File: config.mk
export PLATFORM = sky130hd
export DESIGN_NAME = sbc_sideband_top
export DESIGN_NICKNAME = d
export VERILOG_FILES = /design/src/inc/sbc_pkg.sv /design/src/hw/sbc_pulse_timer.sv /design/src/hw/sbc_nmi_source.sv /design/src/hw/sbc_sideband_top.sv
export SDC_FILE = /design/constraint.sdc
export NUM_CORES = 1
export LEC_CHECK = 0
export BUFFER_PORTS_ARGS = -buffer_cell sky130_fd_sc_hd__clkbuf_2
export CORE_UTILIZATION = 53
export CTS_CLUSTER_SIZE = 20
export DETAILED_ROUTE_END_ITERATION = 10
export PLACE_DENSITY = 0.79
export SLEW_MARGIN = 15
export SYNTH_ARGS = -nofsm -noshare
export SYNTH_HDL_FRONTEND = slang
export SYNTH_SLANG_ARGS = --single-unit
File: constraint.sdc
create_clock -name ref_clk_in -period 3.5 [get_ports ref_clk_in]
set_input_delay 0.525 -clock ref_clk_in [delete_from_list [all_inputs] [get_ports ref_clk_in]]
set_output_delay 0.525 -clock ref_clk_in [all_outputs]
set_load 0.05 [all_outputs]
File: src/inc/sbc_pkg.sv
// Constants shared by the processor sideband control block.
// Notes on behaviour
// - Address-20 mask asserts when fast gate port bit or gate input is active.
// - During bus reset, four strap-capable outputs show their frequency strap bits.
// - Processor sleep output may assert on S1 entry when software enables it.
// - With error reporting enabled, numeric error input raises interrupt line 13.
// - With error reporting enabled, numeric error clear write with error active asserts ignore numeric error.
// - Ignore numeric error stays asserted until numeric error input negates.
// - Numeric error clear write with error inactive leaves ignore deasserted.
// - Processor initialization pulse lasts at least 16 clock cycles; a new start during it reloads the count.
// - With self-test support enabled, initialization holds during bus reset.
// - Processor interrupt follows pending request, otherwise driven low.
// - Non-maskable interrupt rises on system error or channel check.
// - Setting a source disable bit clears that source's non-maskable interrupt.
// - System management interrupt is active low, clocked, from enabled events.
// - Stop clock request is active low, clocked, from hardware or software events.
// - Keyboard reset request assertion starts a 16-cycle initialization pulse.
// - Keyboard reset requests are ignored during S3, S4 or S5 transitions.
// - Processor power good is open-drain AND of core and regulator good.
`default_nettype none
package sbc_pkg;
  localparam int REG_AW = 8;
  localparam int REG_DW = 32;
  localparam logic [REG_AW-1:0] IO_FAST_GATE = 8'h92;
  localparam logic [REG_AW-1:0] IO_NUMERIC_ERR_CLR = 8'hf0;
  localparam logic [REG_AW-1:0] IO_NMI_CONTROL = 8'h6a;
  localparam logic [REG_AW-1:0] CFG_GENERAL_CONTROL = 8'hd0;
  localparam logic [REG_AW-1:0] CFG_FREQ_STRAP = 8'hd4;
  localparam logic [REG_AW-1:0] CFG_SIDEBAND_CONTROL = 8'hd8;
  localparam int FG_FAST_INIT_BIT = 0;
  localparam int FG_ADDR20_BIT = 1;
  localparam int GC_INIT_BIST_BIT = 1;
  localparam int GC_NUMERIC_ERR_EN_BIT = 13;
  localparam int STRAP_ADDR20_BIT = 0;
  localparam int STRAP_IGNORE_ERR_BIT = 1;
  localparam int STRAP_PROCESSOR_INTERRUPT_OUT_BIT = 2;
  localparam int STRAP_NMI_BIT = 3;
  localparam int SC_SMI_SW_BIT = 0;
  localparam int SC_SMI_HW_EN_BIT = 1;
  localparam int SC_STOP_CLK_SW_BIT = 2;
  localparam int SC_SLEEP_EN_BIT = 3;
  localparam int NC_SERR_DIS_BIT = 2;
  localparam int NC_IO_CHANNEL_CHECK_IN_DIS_BIT = 3;
  localparam int NC_IO_CHANNEL_CHECK_IN_STS_BIT = 6;
  localparam int NC_SERR_STS_BIT = 7;
  localparam logic [7:0] FAST_GATE_RST = 8'h00;
  localparam logic [31:0] GENERAL_CONTROL_RST = 32'h0000_0000;
  localparam logic [3:0] FREQ_STRAP_RST = 4'h0;
  localparam logic [3:0] SIDEBAND_CONTROL_RST = 4'h0;
  localparam logic [1:0] NMI_DISABLE_RST = 2'h0;
  localparam int INIT_PULSE_CYCLES = 16;
endpackage
`default_nettype wire

File: src/hw/sbc_pulse_timer.sv
// Retriggerable fixed-length pulse timer.
`default_nettype none
module sbc_pulse_timer
  import sbc_pkg::*;
#(
  parameter int LEN = INIT_PULSE_CYCLES
)
(
  input wire logic ref_clk_in,
  input wire logic reset_in,
  input wire logic start_in,
  output logic busy_out
);
  localparam int CW = $clog2(LEN + 1);
  localparam logic [CW-1:0] LOAD = CW'(LEN);

  logic [CW-1:0] count_r;
  logic [CW-1:0] count_nxt;

  if (LEN < 1)
  begin : g_bad_len
    $error("sbc_pulse_timer needs LEN of at least one");
  end

  // A start during a running pulse reloads the count, so pulses never overlap.
  assign count_nxt = start_in ? LOAD : ((count_r != '0) ? count_r - 1'b1 : count_r);
  assign busy_out = (count_r != '0);

  always_ff @(posedge ref_clk_in or posedge reset_in)
  begin
    if (reset_in)
      count_r <= '0;
    else
      count_r <= count_nxt;
  end
endmodule
`default_nettype wire

File: src/hw/sbc_nmi_source.sv
// Sticky latch for one non-maskable interrupt source.
`default_nettype none
module sbc_nmi_source (
  input wire logic ref_clk_in,
  input wire logic reset_in,
  input wire logic source_in,
  input wire logic disable_in,
  input wire logic clear_in,
  output logic latch_out
);
  logic latch_r;
  logic latch_nxt;

  // A source event in the clearing cycle still sets the latch unless disabled.
  assign latch_nxt = (source_in & ~disable_in) | (latch_r & ~clear_in);
  assign latch_out = latch_r;

  always_ff @(posedge ref_clk_in or posedge reset_in)
  begin
    if (reset_in)
      latch_r <= 1'b0;
    else
      latch_r <= latch_nxt;
  end
endmodule
`default_nettype wire

File: src/hw/sbc_sideband_top.sv
// Processor sideband control: mask, error handshake, init, interrupts, power good.
`default_nettype none
module sbc_sideband_top
  import sbc_pkg::*;
#(
  parameter int INIT_LEN = INIT_PULSE_CYCLES
)
(
  input wire logic ref_clk_in,
  input wire logic reset_in,
  input wire logic reg_cfg_sel_in,
  input wire logic [REG_AW-1:0] reg_addr_in,
  input wire logic reg_wr_in,
  input wire logic [REG_DW-1:0] reg_wdata_in,
  output logic [REG_DW-1:0] reg_rdata_out,
  input wire logic pci_bus_reset_in,
  input wire logic addr_bit20_gate_in,
  input wire logic numeric_error_n_in,
  input wire logic keyboard_reset_request_n_in,
  input wire logic io_channel_check_n_in,
  input wire logic pci_system_error_n_in,
  input wire logic irq_pending_in,
  input wire logic smi_event_in,
  input wire logic stop_clock_event_in,
  input wire logic s1_entry_in,
  input wire logic s345_transition_in,
  input wire logic core_power_ok_in,
  input wire logic regulator_power_good_in,
  output logic addr_bit20_mask_n_out,
  output logic processor_sleep_n_out,
  output logic ignore_numeric_error_n_out,
  output logic numeric_error_irq_out,
  output logic processor_init_n_out,
  output logic processor_interrupt_out,
  output logic non_maskable_interrupt_out,
  output logic system_mgmt_interrupt_n_out,
  output logic stop_clock_request_n_out,
  output logic processor_power_good_out,
  output logic processor_power_good_oe_out
);

  if (INIT_LEN < 1)
  begin : g_bad_init_len
    $error("sbc_sideband_top needs INIT_LEN of at least one");
  end

  ////////////////////////////////////////////////////////////////////////////
  // Address decode.

  // Every register lives in exactly one space, so the select bit is part of each match.
  function automatic logic reg_hit(input logic cfg_sel, input logic [REG_AW-1:0] addr,
                                   input logic want_cfg, input logic [REG_AW-1:0] target);
    reg_hit = (cfg_sel == want_cfg) && (addr == target);
  endfunction

  logic hit_fast_gate;
  logic hit_err_clr;
  logic hit_nmi_ctl;
  logic hit_gen_ctl;
  logic hit_strap;
  logic hit_side_ctl;

  assign hit_fast_gate = reg_hit(reg_cfg_sel_in, reg_addr_in, 1'b0, IO_FAST_GATE);
  assign hit_err_clr = reg_hit(reg_cfg_sel_in, reg_addr_in, 1'b0, IO_NUMERIC_ERR_CLR);
  assign hit_nmi_ctl = reg_hit(reg_cfg_sel_in, reg_addr_in, 1'b0, IO_NMI_CONTROL);
  assign hit_gen_ctl = reg_hit(reg_cfg_sel_in, reg_addr_in, 1'b1, CFG_GENERAL_CONTROL);
  assign hit_strap = reg_hit(reg_cfg_sel_in, reg_addr_in, 1'b1, CFG_FREQ_STRAP);
  assign hit_side_ctl = reg_hit(reg_cfg_sel_in, reg_addr_in, 1'b1, CFG_SIDEBAND_CONTROL);

  logic wr_fast_gate;
  logic wr_err_clr;
  logic wr_nmi_ctl;
  logic wr_gen_ctl;
  logic wr_strap;
  logic wr_side_ctl;

  assign wr_fast_gate = reg_wr_in & hit_fast_gate;
  assign wr_err_clr = reg_wr_in & hit_err_clr;
  assign wr_nmi_ctl = reg_wr_in & hit_nmi_ctl;
  assign wr_gen_ctl = reg_wr_in & hit_gen_ctl;
  assign wr_strap = reg_wr_in & hit_strap;
  assign wr_side_ctl = reg_wr_in & hit_side_ctl;

  ////////////////////////////////////////////////////////////////////////////
  // Software registers.

  // Only the implemented low bits of the fast gate, strap and sideband registers are kept; the rest read as zero.
  logic [7:0] fast_gate_port_r;
  logic [31:0] general_control_r;
  logic [3:0] frequency_strap_register_r;
  logic [3:0] sideband_control_r;
  logic [1:0] nmi_disable_r;

  always_ff @(posedge ref_clk_in or posedge reset_in)
  begin
    if (reset_in)
    begin
      fast_gate_port_r <= FAST_GATE_RST;
      general_control_r <= GENERAL_CONTROL_RST;
      frequency_strap_register_r <= FREQ_STRAP_RST;
      sideband_control_r <= SIDEBAND_CONTROL_RST;
      nmi_disable_r <= NMI_DISABLE_RST;
    end
    else
    begin
      if (wr_fast_gate)
        fast_gate_port_r <= reg_wdata_in[7:0];
      if (wr_gen_ctl)
        general_control_r <= reg_wdata_in;
      if (wr_strap)
        frequency_strap_register_r <= reg_wdata_in[3:0];
      if (wr_side_ctl)
        sideband_control_r <= reg_wdata_in[3:0];
      if (wr_nmi_ctl)
        nmi_disable_r <= {reg_wdata_in[NC_IO_CHANNEL_CHECK_IN_DIS_BIT], reg_wdata_in[NC_SERR_DIS_BIT]};
    end
  end

  logic err_report_en;
  logic bist_en;
  logic strap_phase;

  assign err_report_en = general_control_r[GC_NUMERIC_ERR_EN_BIT];
  assign bist_en = general_control_r[GC_INIT_BIST_BIT];
  // The strap register survives bus reset so its values can be shown during it.
  assign strap_phase = pci_bus_reset_in;

  ////////////////////////////////////////////////////////////////////////////
  // Numeric error handshake.

  logic numeric_error;
  logic ignore_err_r;
  logic ignore_err_nxt;

  assign numeric_error = ~numeric_error_n_in;
  // Set only when the error is live at the write; drop once the error negates.
  assign ignore_err_nxt = (wr_err_clr & err_report_en & numeric_error)
                        | (ignore_err_r & numeric_error);

  always_ff @(posedge ref_clk_in or posedge reset_in)
  begin
    if (reset_in)
      ignore_err_r <= 1'b0;
    else
      ignore_err_r <= ignore_err_nxt;
  end

  ////////////////////////////////////////////////////////////////////////////
  // Processor initialization.

  logic kbd_req_prev_r;
  logic kbd_start;
  logic fast_init_start;
  logic init_start;
  logic init_busy;

  always_ff @(posedge ref_clk_in or posedge reset_in)
  begin
    if (reset_in)
      kbd_req_prev_r <= 1'b0;
    else
      kbd_req_prev_r <= ~keyboard_reset_request_n_in;
  end

  // Only a fresh high-to-low request starts a pulse, so a held request never retriggers.
  assign kbd_start = ~keyboard_reset_request_n_in & ~kbd_req_prev_r
                   & ~s345_transition_in;
  assign fast_init_start = wr_fast_gate & reg_wdata_in[FG_FAST_INIT_BIT]
                         & ~fast_gate_port_r[FG_FAST_INIT_BIT];
  assign init_start = kbd_start | fast_init_start;

  sbc_pulse_timer #(
    .LEN(INIT_LEN)
  ) u_init_timer (
    .ref_clk_in(ref_clk_in),
    .reset_in(reset_in),
    .start_in(init_start),
    .busy_out(init_busy)
  );

  ////////////////////////////////////////////////////////////////////////////
  // Non-maskable interrupt sources.

  logic serr_latch;
  logic io_channel_check_in_latch;
  logic serr_clear;
  logic io_channel_check_in_clear;

  // Writing a one to a disable bit retires that source's pending interrupt.
  assign serr_clear = wr_nmi_ctl & reg_wdata_in[NC_SERR_DIS_BIT];
  assign io_channel_check_in_clear = wr_nmi_ctl & reg_wdata_in[NC_IO_CHANNEL_CHECK_IN_DIS_BIT];

  logic serr_block;
  logic io_channel_check_in_block;

  // The disabling write blocks its source in the same cycle; otherwise a source
  // that is still active would re-arm the latch and the interrupt would never drop.
  assign serr_block = nmi_disable_r[0] | serr_clear;
  assign io_channel_check_in_block = nmi_disable_r[1] | io_channel_check_in_clear;

  sbc_nmi_source u_serr_src (
    .ref_clk_in(ref_clk_in),
    .reset_in(reset_in),
    .source_in(~pci_system_error_n_in),
    .disable_in(serr_block),
    .clear_in(serr_clear),
    .latch_out(serr_latch)
  );

  sbc_nmi_source u_io_channel_check_in_src (
    .ref_clk_in(ref_clk_in),
    .reset_in(reset_in),
    .source_in(~io_channel_check_n_in),
    .disable_in(io_channel_check_in_block),
    .clear_in(io_channel_check_in_clear),
    .latch_out(io_channel_check_in_latch)
  );

  ////////////////////////////////////////////////////////////////////////////
  // Output level selection.

  logic a20_mask_n_nxt;
  logic ignore_n_nxt;
  logic processor_interrupt_out_nxt;
  logic nmi_nxt;
  logic init_n_nxt;
  logic sleep_n_nxt;
  logic smi_n_nxt;
  logic stop_n_nxt;
  logic numeric_error_irq_line_nxt;
  logic pg_oe_nxt;

  assign a20_mask_n_nxt = strap_phase ? frequency_strap_register_r[STRAP_ADDR20_BIT]
    : ~(fast_gate_port_r[FG_ADDR20_BIT] | addr_bit20_gate_in);
  assign ignore_n_nxt = strap_phase ? frequency_strap_register_r[STRAP_IGNORE_ERR_BIT]
    : ~ignore_err_r;
  assign processor_interrupt_out_nxt = strap_phase ? frequency_strap_register_r[STRAP_PROCESSOR_INTERRUPT_OUT_BIT]
    : irq_pending_in;
  // A rising edge is what the processor acts on, so a held level raises one event.
  assign nmi_nxt = strap_phase ? frequency_strap_register_r[STRAP_NMI_BIT]
    : (serr_latch | io_channel_check_in_latch);
  // Self-test support turns bus reset into a held init that overrides the pulse timer.
  assign init_n_nxt = ~(init_busy | (bist_en & pci_bus_reset_in));
  assign sleep_n_nxt = ~(s1_entry_in & sideband_control_r[SC_SLEEP_EN_BIT]);
  assign smi_n_nxt = ~(sideband_control_r[SC_SMI_SW_BIT]
    | (smi_event_in & sideband_control_r[SC_SMI_HW_EN_BIT]));
  assign stop_n_nxt = ~(sideband_control_r[SC_STOP_CLK_SW_BIT] | stop_clock_event_in);
  assign numeric_error_irq_line_nxt = err_report_en & numeric_error;
  // Open drain: pull low unless both power monitors report good.
  assign pg_oe_nxt = ~(core_power_ok_in & regulator_power_good_in);

  ////////////////////////////////////////////////////////////////////////////
  // Registered outputs.

  logic [REG_DW-1:0] rdata_nxt;
  logic [7:0] nmi_ctl_view;

  // Read data lags the address by one cycle; write-only and unmapped offsets read zero.
  assign nmi_ctl_view = {serr_latch, io_channel_check_in_latch, 2'b00, nmi_disable_r[1], nmi_disable_r[0],
                         2'b00};
  assign rdata_nxt = hit_fast_gate ? {24'h00_0000, fast_gate_port_r}
                   : hit_gen_ctl ? general_control_r
                   : hit_strap ? {28'h000_0000, frequency_strap_register_r}
                   : hit_side_ctl ? {28'h000_0000, sideband_control_r}
                   : hit_nmi_ctl ? {24'h00_0000, nmi_ctl_view}
                   : 32'h0000_0000;

  always_ff @(posedge ref_clk_in or posedge reset_in)
  begin
    if (reset_in)
    begin
      reg_rdata_out <= 32'h0000_0000;
      addr_bit20_mask_n_out <= 1'b1;
      processor_sleep_n_out <= 1'b1;
      ignore_numeric_error_n_out <= 1'b1;
      numeric_error_irq_out <= 1'b0;
      processor_init_n_out <= 1'b1;
      processor_interrupt_out <= 1'b0;
      non_maskable_interrupt_out <= 1'b0;
      system_mgmt_interrupt_n_out <= 1'b1;
      stop_clock_request_n_out <= 1'b1;
      processor_power_good_out <= 1'b0;
      processor_power_good_oe_out <= 1'b1;
    end
    else
    begin
      reg_rdata_out <= rdata_nxt;
      addr_bit20_mask_n_out <= a20_mask_n_nxt;
      processor_sleep_n_out <= sleep_n_nxt;
      ignore_numeric_error_n_out <= ignore_n_nxt;
      numeric_error_irq_out <= numeric_error_irq_line_nxt;
      processor_init_n_out <= init_n_nxt;
      processor_interrupt_out <= processor_interrupt_out_nxt;
      non_maskable_interrupt_out <= nmi_nxt;
      system_mgmt_interrupt_n_out <= smi_n_nxt;
      stop_clock_request_n_out <= stop_n_nxt;
      // The pin value stays low; only the enable moves and the pull-up gives the high.
      processor_power_good_out <= 1'b0;
      processor_power_good_oe_out <= pg_oe_nxt;
    end
  end
endmodule
`default_nettype wire

==> impl_metrics.tcl, run 1 <==
set metrics [dict create \
    synth_top_family_by_area "multiplexers" \
    hold_class "primary input to asynchronous set/reset pin" \
    min_period_ns 1.92 \
    status "complete, no violations" \
    antenna_found_initial 0 \
    max-cap-violations 0 \
    leakage_nw 2.47 \
    synth_seq_area_share_pct 62.8 \
    cts_buffer_depth 2 \
    fmax_mhz 522 \
    fin_util_pct 65.8 \
    port_buffers 98 \
    synth_edf_count 0 \
    postRouteWirelength_um 7700 \
    htreeDepth 3 \
    synth_fp_nets 355 \
    grt_start_max_net_pins 57 \
    ctsHoldBuffers 0 \
    cts_tree "yes" \
    worstSetupStartpoint "reg_addr_in[2]" \
    ys_top_cells_by_count "dfrtp_1, mux2_2, and2_1, inv_1, nor2_1" \
    startpoint_type "primary input" \
    synthMuxAreaShare_pct 14.5 \
    slew_headroom_pct 41.8 \
    ir_worst_vdd_v 0.000245 \
    yosys_warnings 0 \
    crit_path_max_fanout 32 \
    place_area_um2 4610 \
    path_clk_slew_ns 0.11 \
    drv_slew 0 \
    placementRows 31 \
    critPathRequiredTime_ns 3.75 \
    synth-seq-cells 101 \
    vias 2646 \
    setup_tns_ns 0 \
    cts_root_buf "clkbuf_8" \
    area_growth_pct 18.9 \
    synthTopCellsByArea "dfrtp_1, mux2_2, dfstp_2" \
    post_cts_buffers 0 \
    final_nets 456 \
    yosys.area_share.adder_pct 0.310 \
    route.detailed.drc 0 \
    worst_ep_arrival_time_ns 2.17 \
    async_reset_ff_share_pct 100 \
    grt_pass1_wl_um 12100 \
    path_class "primary input to flip-flop" \
    gp_routability_congestion 0.919 \
    end_kind "flip-flop" \
    synthFlopType "dfrtp_1" \
    drt-initial-drc-count 121 \
    chipWidth_um 89.3 \
    first_pass_iters 5 \
    grt_setup_unrepaired "false" \
    setup_viol 0 \
    overflow 0 \
    r2r_cells 6 \
    clock-sinks 101 \
    drive_gt1_share_pct 45.2 \
    pin_count 100 \
    wl_per_cell_um 15.3 \
    synth_simple_gate_area_share_pct 14.4 \
    syn_inst 297 \
    synth_compound_area_share_pct 4.46 \
    hpwl_um 5620 \
    synth_top_area_share_pct 58.3 \
    reg2reg_slack_ns 1.79 \
    die_h_um 89.3 \
    finalPower_mw 2.22 \
    final_hold_viol_count 0 \
    coreArea_um2 7290 \
    grt_pass1_vias 2575 \
    yosys.cell_types.count 46 \
    drtAntennaViolNets 0 \
    worst_pin_slew_ns 0.860 \
    period_share_pct 54.7 \
    avgSynthCellArea_um2 13.6 \
    postLayoutCellArea_um2 4800 \
    cts_resized 0 \
    n_fill_cell 595 \
    skew_ns 0.0108 \
    gr-usage-all-layers_pct 20.7 \
    reg2reg_to "u_init_timer.count_r[3]" \
    antenna_cells 0 \
    cp-endpoint "general_control_r[2]" \
    reg2reg_from "u_init_timer.count_r[0]" \
    clock_latency_ns 0.37 \
    yosysMostFrequentCell "dfrtp_1" \
    synth_area_um2 4040 \
    powerDensity_nw_per_um2 462 \
    synth-xor-area-share_pct 0.434 \
    synth_top_cell_by_area "dfrtp_1" \
    dieArea_um2 7970 \
    cts_buffers 9 \
    start_util_pct 55.4 \
    viasPerCell 5.27 \
]
-- sequential cells by signal, indices dropped and copies added (netlist names) --
signal,cells
nmi_disable_r,2
reg_rdata_out,32
kbd_req_prev_r,1
frequency_strap_register_r,4
processor_sleep_n_out,1
processor_power_good_oe_out,1
u_init_timer.count_r,5
non_maskable_interrupt_out,1
system_mgmt_interrupt_n_out,1
processor_interrupt_out,1
stop_clock_request_n_out,1
processor_init_n_out,1
ignore_numeric_error_n_out,1
addr_bit20_mask_n_out,1
u_io_channel_check_in_src.latch_out,1
general_control_r,32
ignore_err_r,1
fast_gate_port_r,8
numeric_error_irq_out,1
sideband_control_r,4
u_serr_src.latch_out,1
-- layout make-up --
| class | instances | area [um2] | area share [%] |
|---|---|---|---|
| flip-flops and latches | 101 | 2540 | 52.9 |
| multi-input cells | 173 | 1380 | 28.8 |
| repair buffers | 102 | 520 | 10.8 |
| clock buffers | 9 | 124 | 2.58 |
| well taps | 99 | 124 | 2.58 |
| clock inverters | 7 | 68.8 | 1.43 |
| inverters | 11 | 43.8 | 0.913 |
-- how the worst min path moves through the flow --
stage                                     start                     endpoint  depth (start not counted)
after floorplan           sideband_control_r[0]  system_mgmt_interrupt_n_out                          1
after global placement    sideband_control_r[0]  system_mgmt_interrupt_n_out                          1
after detailed placement  sideband_control_r[0]  system_mgmt_interrupt_n_out                          1
after CTS                              reset_in            reg_rdata_out[29]                          2
after global routing        stop_clock_event_in     stop_clock_request_n_out                          2
final                                  reset_in            reg_rdata_out[29]                          2
-- metrics by stage --
stage                     std cells  hold slack (ns)  worst slack (ns)
after global routing            502            0.256              1.45
after detailed placement        486            0.415              1.20
after global placement          486            0.406              1.27
after CTS                       502            0.245              1.61
after floorplan                 297            0.383             0.339
final                           502            0.223              1.58
-- layer usage --
layer | vias to the layer above | wire [um] | global-route usage [%]
met3 | 16 | 317 | 4.16
met1 | 1310 | 3270 | 26.5
met2 | 76 | 3930 | 33.5
li1 | 1244 | - | -
met5 | - | 0 | 0
met4 | 0 | 183 | 11.0
-- report_power, final --
group	internal, mW	switching, mW	total [mW]	leakage, nW
Combinational	0.104	0.147	0.251	1.02
Sequential	1.22	0.0362	1.26	1.36
Clock	0.277	0.427	0.703	0.0964
Total	1.61	0.610	2.22	2.47
-- critical path: stages --
cell	delay (ns)
clkbuf_2	0.17
nor3_4	0.29
nand2_2	0.11
nor4_4	0.25
buf_4	0.42
mux2_2	0.39
-- cells in the final DEF, fill, tap and decap left out, drive strengths merged, types with 4 or more instances in the layout --
master,synthesis,routed
o21ai,5,5
mux2,51,51
a21oi,10,10
a22o,6,6
dfstp,7,7
nor2b,7,7
inv,11,14
buf,7,4
nor3,8,8
clkbuf,5,107
dfrtp,94,94
nor4,6,6
and2,25,25
nor3b,4,4
nand2,9,9
nor2,11,11
-- cell families (layout without fill, tap and decap cells) --
logic type | after synthesis | in the layout
AOI/OAI and AO/OA | 28 | 28
xor gates and xnor gates | 2 | 2
adders and majority gates | 1 | 1
buffers and inverters | 23 | 129
DFF | 101 | 101
muxes | 52 | 52
other | 1 | 1
and+or+nand+nor | 89 | 89
Power figures use the tool's default switching activity.
==> inputs of run 2 (changes only) <==
--- a/config.mk
+++ b/config.mk
@@ -6,10 +6,10 @@
 export NUM_CORES = 1
 export LEC_CHECK = 0
 export BUFFER_PORTS_ARGS = -buffer_cell sky130_fd_sc_hd__clkbuf_2
-export CORE_UTILIZATION = 53
+export CORE_UTILIZATION = 48
 export CTS_CLUSTER_SIZE = 20
 export DETAILED_ROUTE_END_ITERATION = 10
-export PLACE_DENSITY = 0.79
+export PLACE_DENSITY = 0.76
 export SLEW_MARGIN = 15
 export SYNTH_ARGS = -nofsm -noshare
 export SYNTH_HDL_FRONTEND = slang
==> constraint.sdc (replaced) <==
create_clock -name ref_clk_in -period 1.7 [get_ports ref_clk_in]
set_input_delay 0.255 -clock ref_clk_in [delete_from_list [all_inputs] [get_ports ref_clk_in]]
set_output_delay 0.255 -clock ref_clk_in [all_outputs]
set_load 0.05 [all_outputs]
==> impl_metrics.tcl, run 2 (synthesis gave the netlist of run 1 again) <==
set metrics [dict create \
    setup_tns_ns 0 \
    max-cap-violations 0 \
    min_period_ns 1.45 \
    grt_pass1_wl_um 12700 \
    cts_buffer_depth 2 \
    route.detailed.drc 0 \
    grt_util_met3_pct 3.07 \
    area_growth_pct 24.4 \
    status "complete, no violations" \
    clock-sinks 101 \
    drt-initial-drc-count 85 \
    drv_slew 0 \
    cts_buffers 9 \
    antenna_cells 0 \
    gp_routability_congestion 0.826 \
    path_class "flip-flop to flip-flop" \
    hold_class "primary input to flip-flop" \
    mostFrequentLayoutCell "clkbuf_2" \
    end_kind "flip-flop" \
    reg2reg_from "u_init_timer.count_r[0]" \
    ir_worst_vdd_v 0.000455 \
    hpwl_um 5770 \
    grt_setup_unrepaired "false" \
    port_buffers 98 \
    final_hold_viol_count 0 \
    critPathRequiredTime_ns 1.96 \
    postRouteWirelength_um 7850 \
    grt_most_used_layer "met2" \
    grt_start_max_net_pins 55 \
    grt_pass1_vias 2636 \
    skew_ns 0.0110 \
    path_clk_slew_ns 0.10 \
    dieArea_um2 8780 \
    gr-usage-all-layers_pct 19.2 \
    first_pass_iters 4 \
    slew_headroom_pct 60.7 \
    cts_tree "yes" \
    crit_path_max_fanout 4 \
    placementRows 33 \
    pin_count 100 \
    startpoint_type "flip-flop" \
    leakage_nw 2.58 \
    cts_root_buf "clkbuf_8" \
    coreArea_um2 8180 \
    vias 2657 \
    htreeDepth 3 \
    crit_slowest_cell "dfrtp_1" \
    chipWidth_um 93.7 \
    dp_cells 508 \
    reg.largest.list "general_control_r: 32 flops, reg_rdata_out: 32 flops, fast_gate_port_r: 8 flops" \
    worst_pin_slew_ns 0.590 \
    grt_util_met1_pct 24.4 \
    worstSetupStartpoint "u_init_timer.count_r[0]" \
    die_h_um 93.7 \
    drive_gt1_share_pct 47.0 \
    start_util_pct 49.4 \
    drtAntennaViolNets 0 \
    final_cells 528 \
    min-delay-start "s1_entry_in" \
    powerDensity_nw_per_um2 935 \
    overflow 0 \
    viasPerCell 5.03 \
    antenna_found_initial 0 \
    setup_viol 0 \
    worst_ep_arrival_time_ns 1.71 \
    final_nets 476 \
    clock_latency_ns 0.37 \
    slowest_delay_ns 0.38 \
    final_cell_mix "clkbuf_2, dfrtp_1, mux2_2" \
    wl_per_cell_um 14.9 \
    cp_cell_sequence "inv_1 > ha_1 > nor4b_2 > nor4_1 > xnor2_1 > nor2_1" \
    fmax_mhz 689 \
    period_share_pct 85.4 \
    grt_use_met2_pct 32.4 \
]
[run 2: cell types whose count changed in the layout (fill, tap and decap cells not counted), moves of 2 or more]
cell | previous run | this run
dlygate4sd3_1 | 0 | 4
mux2_2 | 48 | 45
buf_4 | 4 | 18
buf_12 | 0 | 2
mux2_4 | 0 | 3
[run 2: critical path, delay by kind of cell, from the launching register on]
family	cells	cell delay, ns
and+or+nand+nor	3	0.49
DFF	1	0.38
adders and majority gates	1	0.25
xor gates and xnor gates	1	0.17
buffers and inverters	1	0.06
[run 2: worst paths after layout]
| path | slack (ns) | cells past startpoint | endpoint |
|---|---|---|---|
| setup / recovery | 0.25 | 6 | u_init_timer.count_r[3] |
| hold / removal | 0.02 | 2 | processor_sleep_n_out |
| setup reg to reg | 0.25 | 6 | u_init_timer.count_r[3] |
| hold reg to reg | 0.42 | 1 | stop_clock_request_n_out |
| max in group asynchronous | 0.66 | 4 | sideband_control_r[3] |
| min in group asynchronous | 0.49 | 4 | general_control_r[23] |
[run 2: repair_timing]
action	CTS	global route
resized for setup	0	1
endpoints found under the hold margin	49	0
hold buffers	4	0
setup endpoints to repair	0	1
buffers inserted	0	0
[run 2: layer usage]
layer  vias up  wire length (um)
li1       1280                 -
met1      1312              3490
met2        54              3980
met3        11               239
met4         0               146
met5         -                 0
[run 2: metrics by stage]
step / power (mW) / util, % / hold slack [ns] / instance area, um2 / setup WS [ns]
floorplan: 2.98 / - / 0.282 / 4060 / -0.0209
global placement: 3.16 / 58.4 / 0.344 / 4770 / -0.0621
detailed placement: 3.19 / 58.4 / 0.346 / 4770 / -0.104
CTS: 4.75 / 61.3 / 0.00886 / 5010 / 0.106
global route: 4.93 / 61.4 / 0.00568 / 5020 / 0.138
finish: 4.69 / 61.4 / 0.0181 / 5020 / 0.249
[run 2: cell type report]
cell class	instances	area [um2]
sequential	101	2540
inverter	11	45.0
timing repair buffer	122	706
multi-input combinational	173	1400
clock buffer	9	124
fill	685	3150
tap	105	131
clock inverter	7	80.1
[run 2: where the power goes]
part	internal (mW)	total [mW]	switching (mW)
combinational	0.248	0.553	0.305
clock	0.701	1.54	0.838
sequential	2.52	2.60	0.0821
total	3.47	4.69	1.22
==> inputs of run 3 (changes only) <==
--- a/config.mk
+++ b/config.mk
@@ -7,6 +7,7 @@
 export LEC_CHECK = 0
 export BUFFER_PORTS_ARGS = -buffer_cell sky130_fd_sc_hd__clkbuf_2
 export CORE_UTILIZATION = 48
+export CTS_BUF_LIST = sky130_fd_sc_hd__clkbuf_16
 export CTS_CLUSTER_SIZE = 20
 export DETAILED_ROUTE_END_ITERATION = 10
 export PLACE_DENSITY = 0.76
==> impl_metrics.tcl, run 3 (synthesis gave the netlist of run 1 again) <==
set metrics [dict create \
    placementRows 33 \
    final_cell_mix "clkbuf_2, dfrtp_1, mux2_2" \
    fin_ws_ns 0.236 \
    setup_viol 0 \
    dieArea_um2 8780 \
    wl_met2_um 4010 \
    cp_cell_sequence "inv_1 > ha_1 > nor4b_2 > nor4_1 > xnor2_1 > nor2_1" \
    status "complete, no violations" \
    pre_cts_ws_ns -0.104 \
    grt_pass1_vias 2620 \
    hpwl_um 5770 \
    route.detailed.drc 0 \
    ir_worst_vdd_v 0.000435 \
    mostFrequentLayoutCell "clkbuf_2" \
    cts_buffer_depth 2 \
    wl_met3_um 212 \
    fmax_mhz 683 \
    pin_count 100 \
    wl_per_cell_um 15.0 \
    worst_ep_arrival_time_ns 1.69 \
    whs_ns 0.0332 \
    drive_gt1_share_pct 47.4 \
    finalPower_mw 5.22 \
    overflow 0 \
    path_clk_slew_ns 0.07 \
    grt_setup_unrepaired "false" \
    drv_slew 0 \
    fin_util_pct 62.3 \
    path_buf_inv 1 \
    hold_class "primary input to flip-flop" \
    skew_ns 0.00491 \
    gr-usage-all-layers_pct 19.5 \
    crit_path_max_fanout 4 \
    leakage_nw 2.62 \
    coreArea_um2 8180 \
    drtAntennaViolNets 0 \
    antenna_found_initial 0 \
    antenna_cells 0 \
    start_util_pct 49.4 \
    clock-sinks 101 \
    grt_pass1_wl_um 12800 \
    drt-initial-drc-count 99 \
    end_kind "flip-flop" \
    min_period_ns 1.46 \
    powerDensity_nw_per_um2 1030 \
    first_pass_iters 4 \
    wl_met1_um 3540 \
    clock_latency_ns 0.34 \
    chipWidth_um 93.7 \
    period_share_pct 86.1 \
    final_nets 473 \
    startpoint_type "flip-flop" \
    multiInputGateArea_um2 1400 \
    viasPerCell 4.98 \
    seqCellArea_um2 2540 \
    crit_slowest_cell "dfrtp_1" \
    max-cap-violations 0 \
    reg.largest.list "general_control_r: 32 flops, reg_rdata_out: 32 flops, fast_gate_port_r: 8 flops" \
    path_delay_family "simple AND/OR/NAND/NOR gates" \
    die_h_um 93.7 \
    path_class "flip-flop to flip-flop" \
    worst_pin_slew_ns 0.584 \
    final_hold_viol_count 0 \
    slowest_delay_ns 0.40 \
    cts_root_buf "clkbuf_16" \
    critPathRequiredTime_ns 1.93 \
    maxUsedRoutingLayer "met4" \
    postRouteWirelength_um 7890 \
    cts_buffers 9 \
    cts_tree "yes" \
    grt_start_max_net_pins 55 \
    gp_routability_congestion 0.826 \
    port_buffers 98 \
    area_growth_pct 26.2 \
    slew_headroom_pct 61.1 \
    n_fill_cell 662 \
    htreeDepth 3 \
    vias 2612 \
]
[run 3: cell count changes in the layout (fill, tap and decap cells not counted)]
cell           previous run  this run
clkbuf_16                 0         9
dlygate4sd3_1             4         1
clkbuf_8                  9         0
[run 3: timing repair]
action,CTS,global route
gates resized for setup,0,1
setup endpoints to repair,0,2
buffers inserted,0,0
endpoints found under the hold margin,40,0
hold buffers,1,0
[run 3: worst paths after layout]
kind                                    startpoint                        to  slack [ns]  cells after the start
setup reg to reg           u_init_timer.count_r[0]   u_init_timer.count_r[3]        0.24                      6
min in group asynchronous                 reset_in     general_control_r[23]        0.53                      4
setup / recovery           u_init_timer.count_r[0]   u_init_timer.count_r[3]        0.24                      6
hold reg to reg              sideband_control_r[2]  stop_clock_request_n_out        0.42                      1
max in group asynchronous                 reset_in     sideband_control_r[3]        0.63                      4
hold / removal                 stop_clock_event_in  stop_clock_request_n_out        0.03                      2
[run 3: layout make-up]
cell class	count	area share, %
Tap cell	105	2.58
Clock inverter	7	1.57
Multi-Input combinational cell	173	27.5
Inverter	11	0.885
Timing Repair Buffer	119	13.3
Sequential cell	101	49.8
Clock buffer	9	4.42
[run 3: power breakdown]
part	leakage [nW]	internal [mW]	total (mW)	switching [mW]
clock network	0.148	1.16	2.06	0.902
registers	1.36	2.52	2.61	0.0843
logic	1.11	0.244	0.554	0.310
[run 3: routing by layer]
metal | vias up | GRT usage [%]
met1 | 1279 | 25.8
li1 | 1272 | -
met3 | 11 | 2.83
met2 | 50 | 31.9
met5 | - | 0
met4 | 0 | 8.59
[run 3: metrics by stage]
| stage | setup TNS (ns) | cells | area (um2) |
|---|---|---|---|
| final | 0 | 525 | 5090 |
| after floorplan | -0.523 | 297 | 4060 |
| after CTS | 0 | 525 | 5090 |
| after global routing | 0 | 525 | 5090 |
| after global placement | -1.72 | 508 | 4770 |
| after detailed placement | -2.68 | 508 | 4770 |
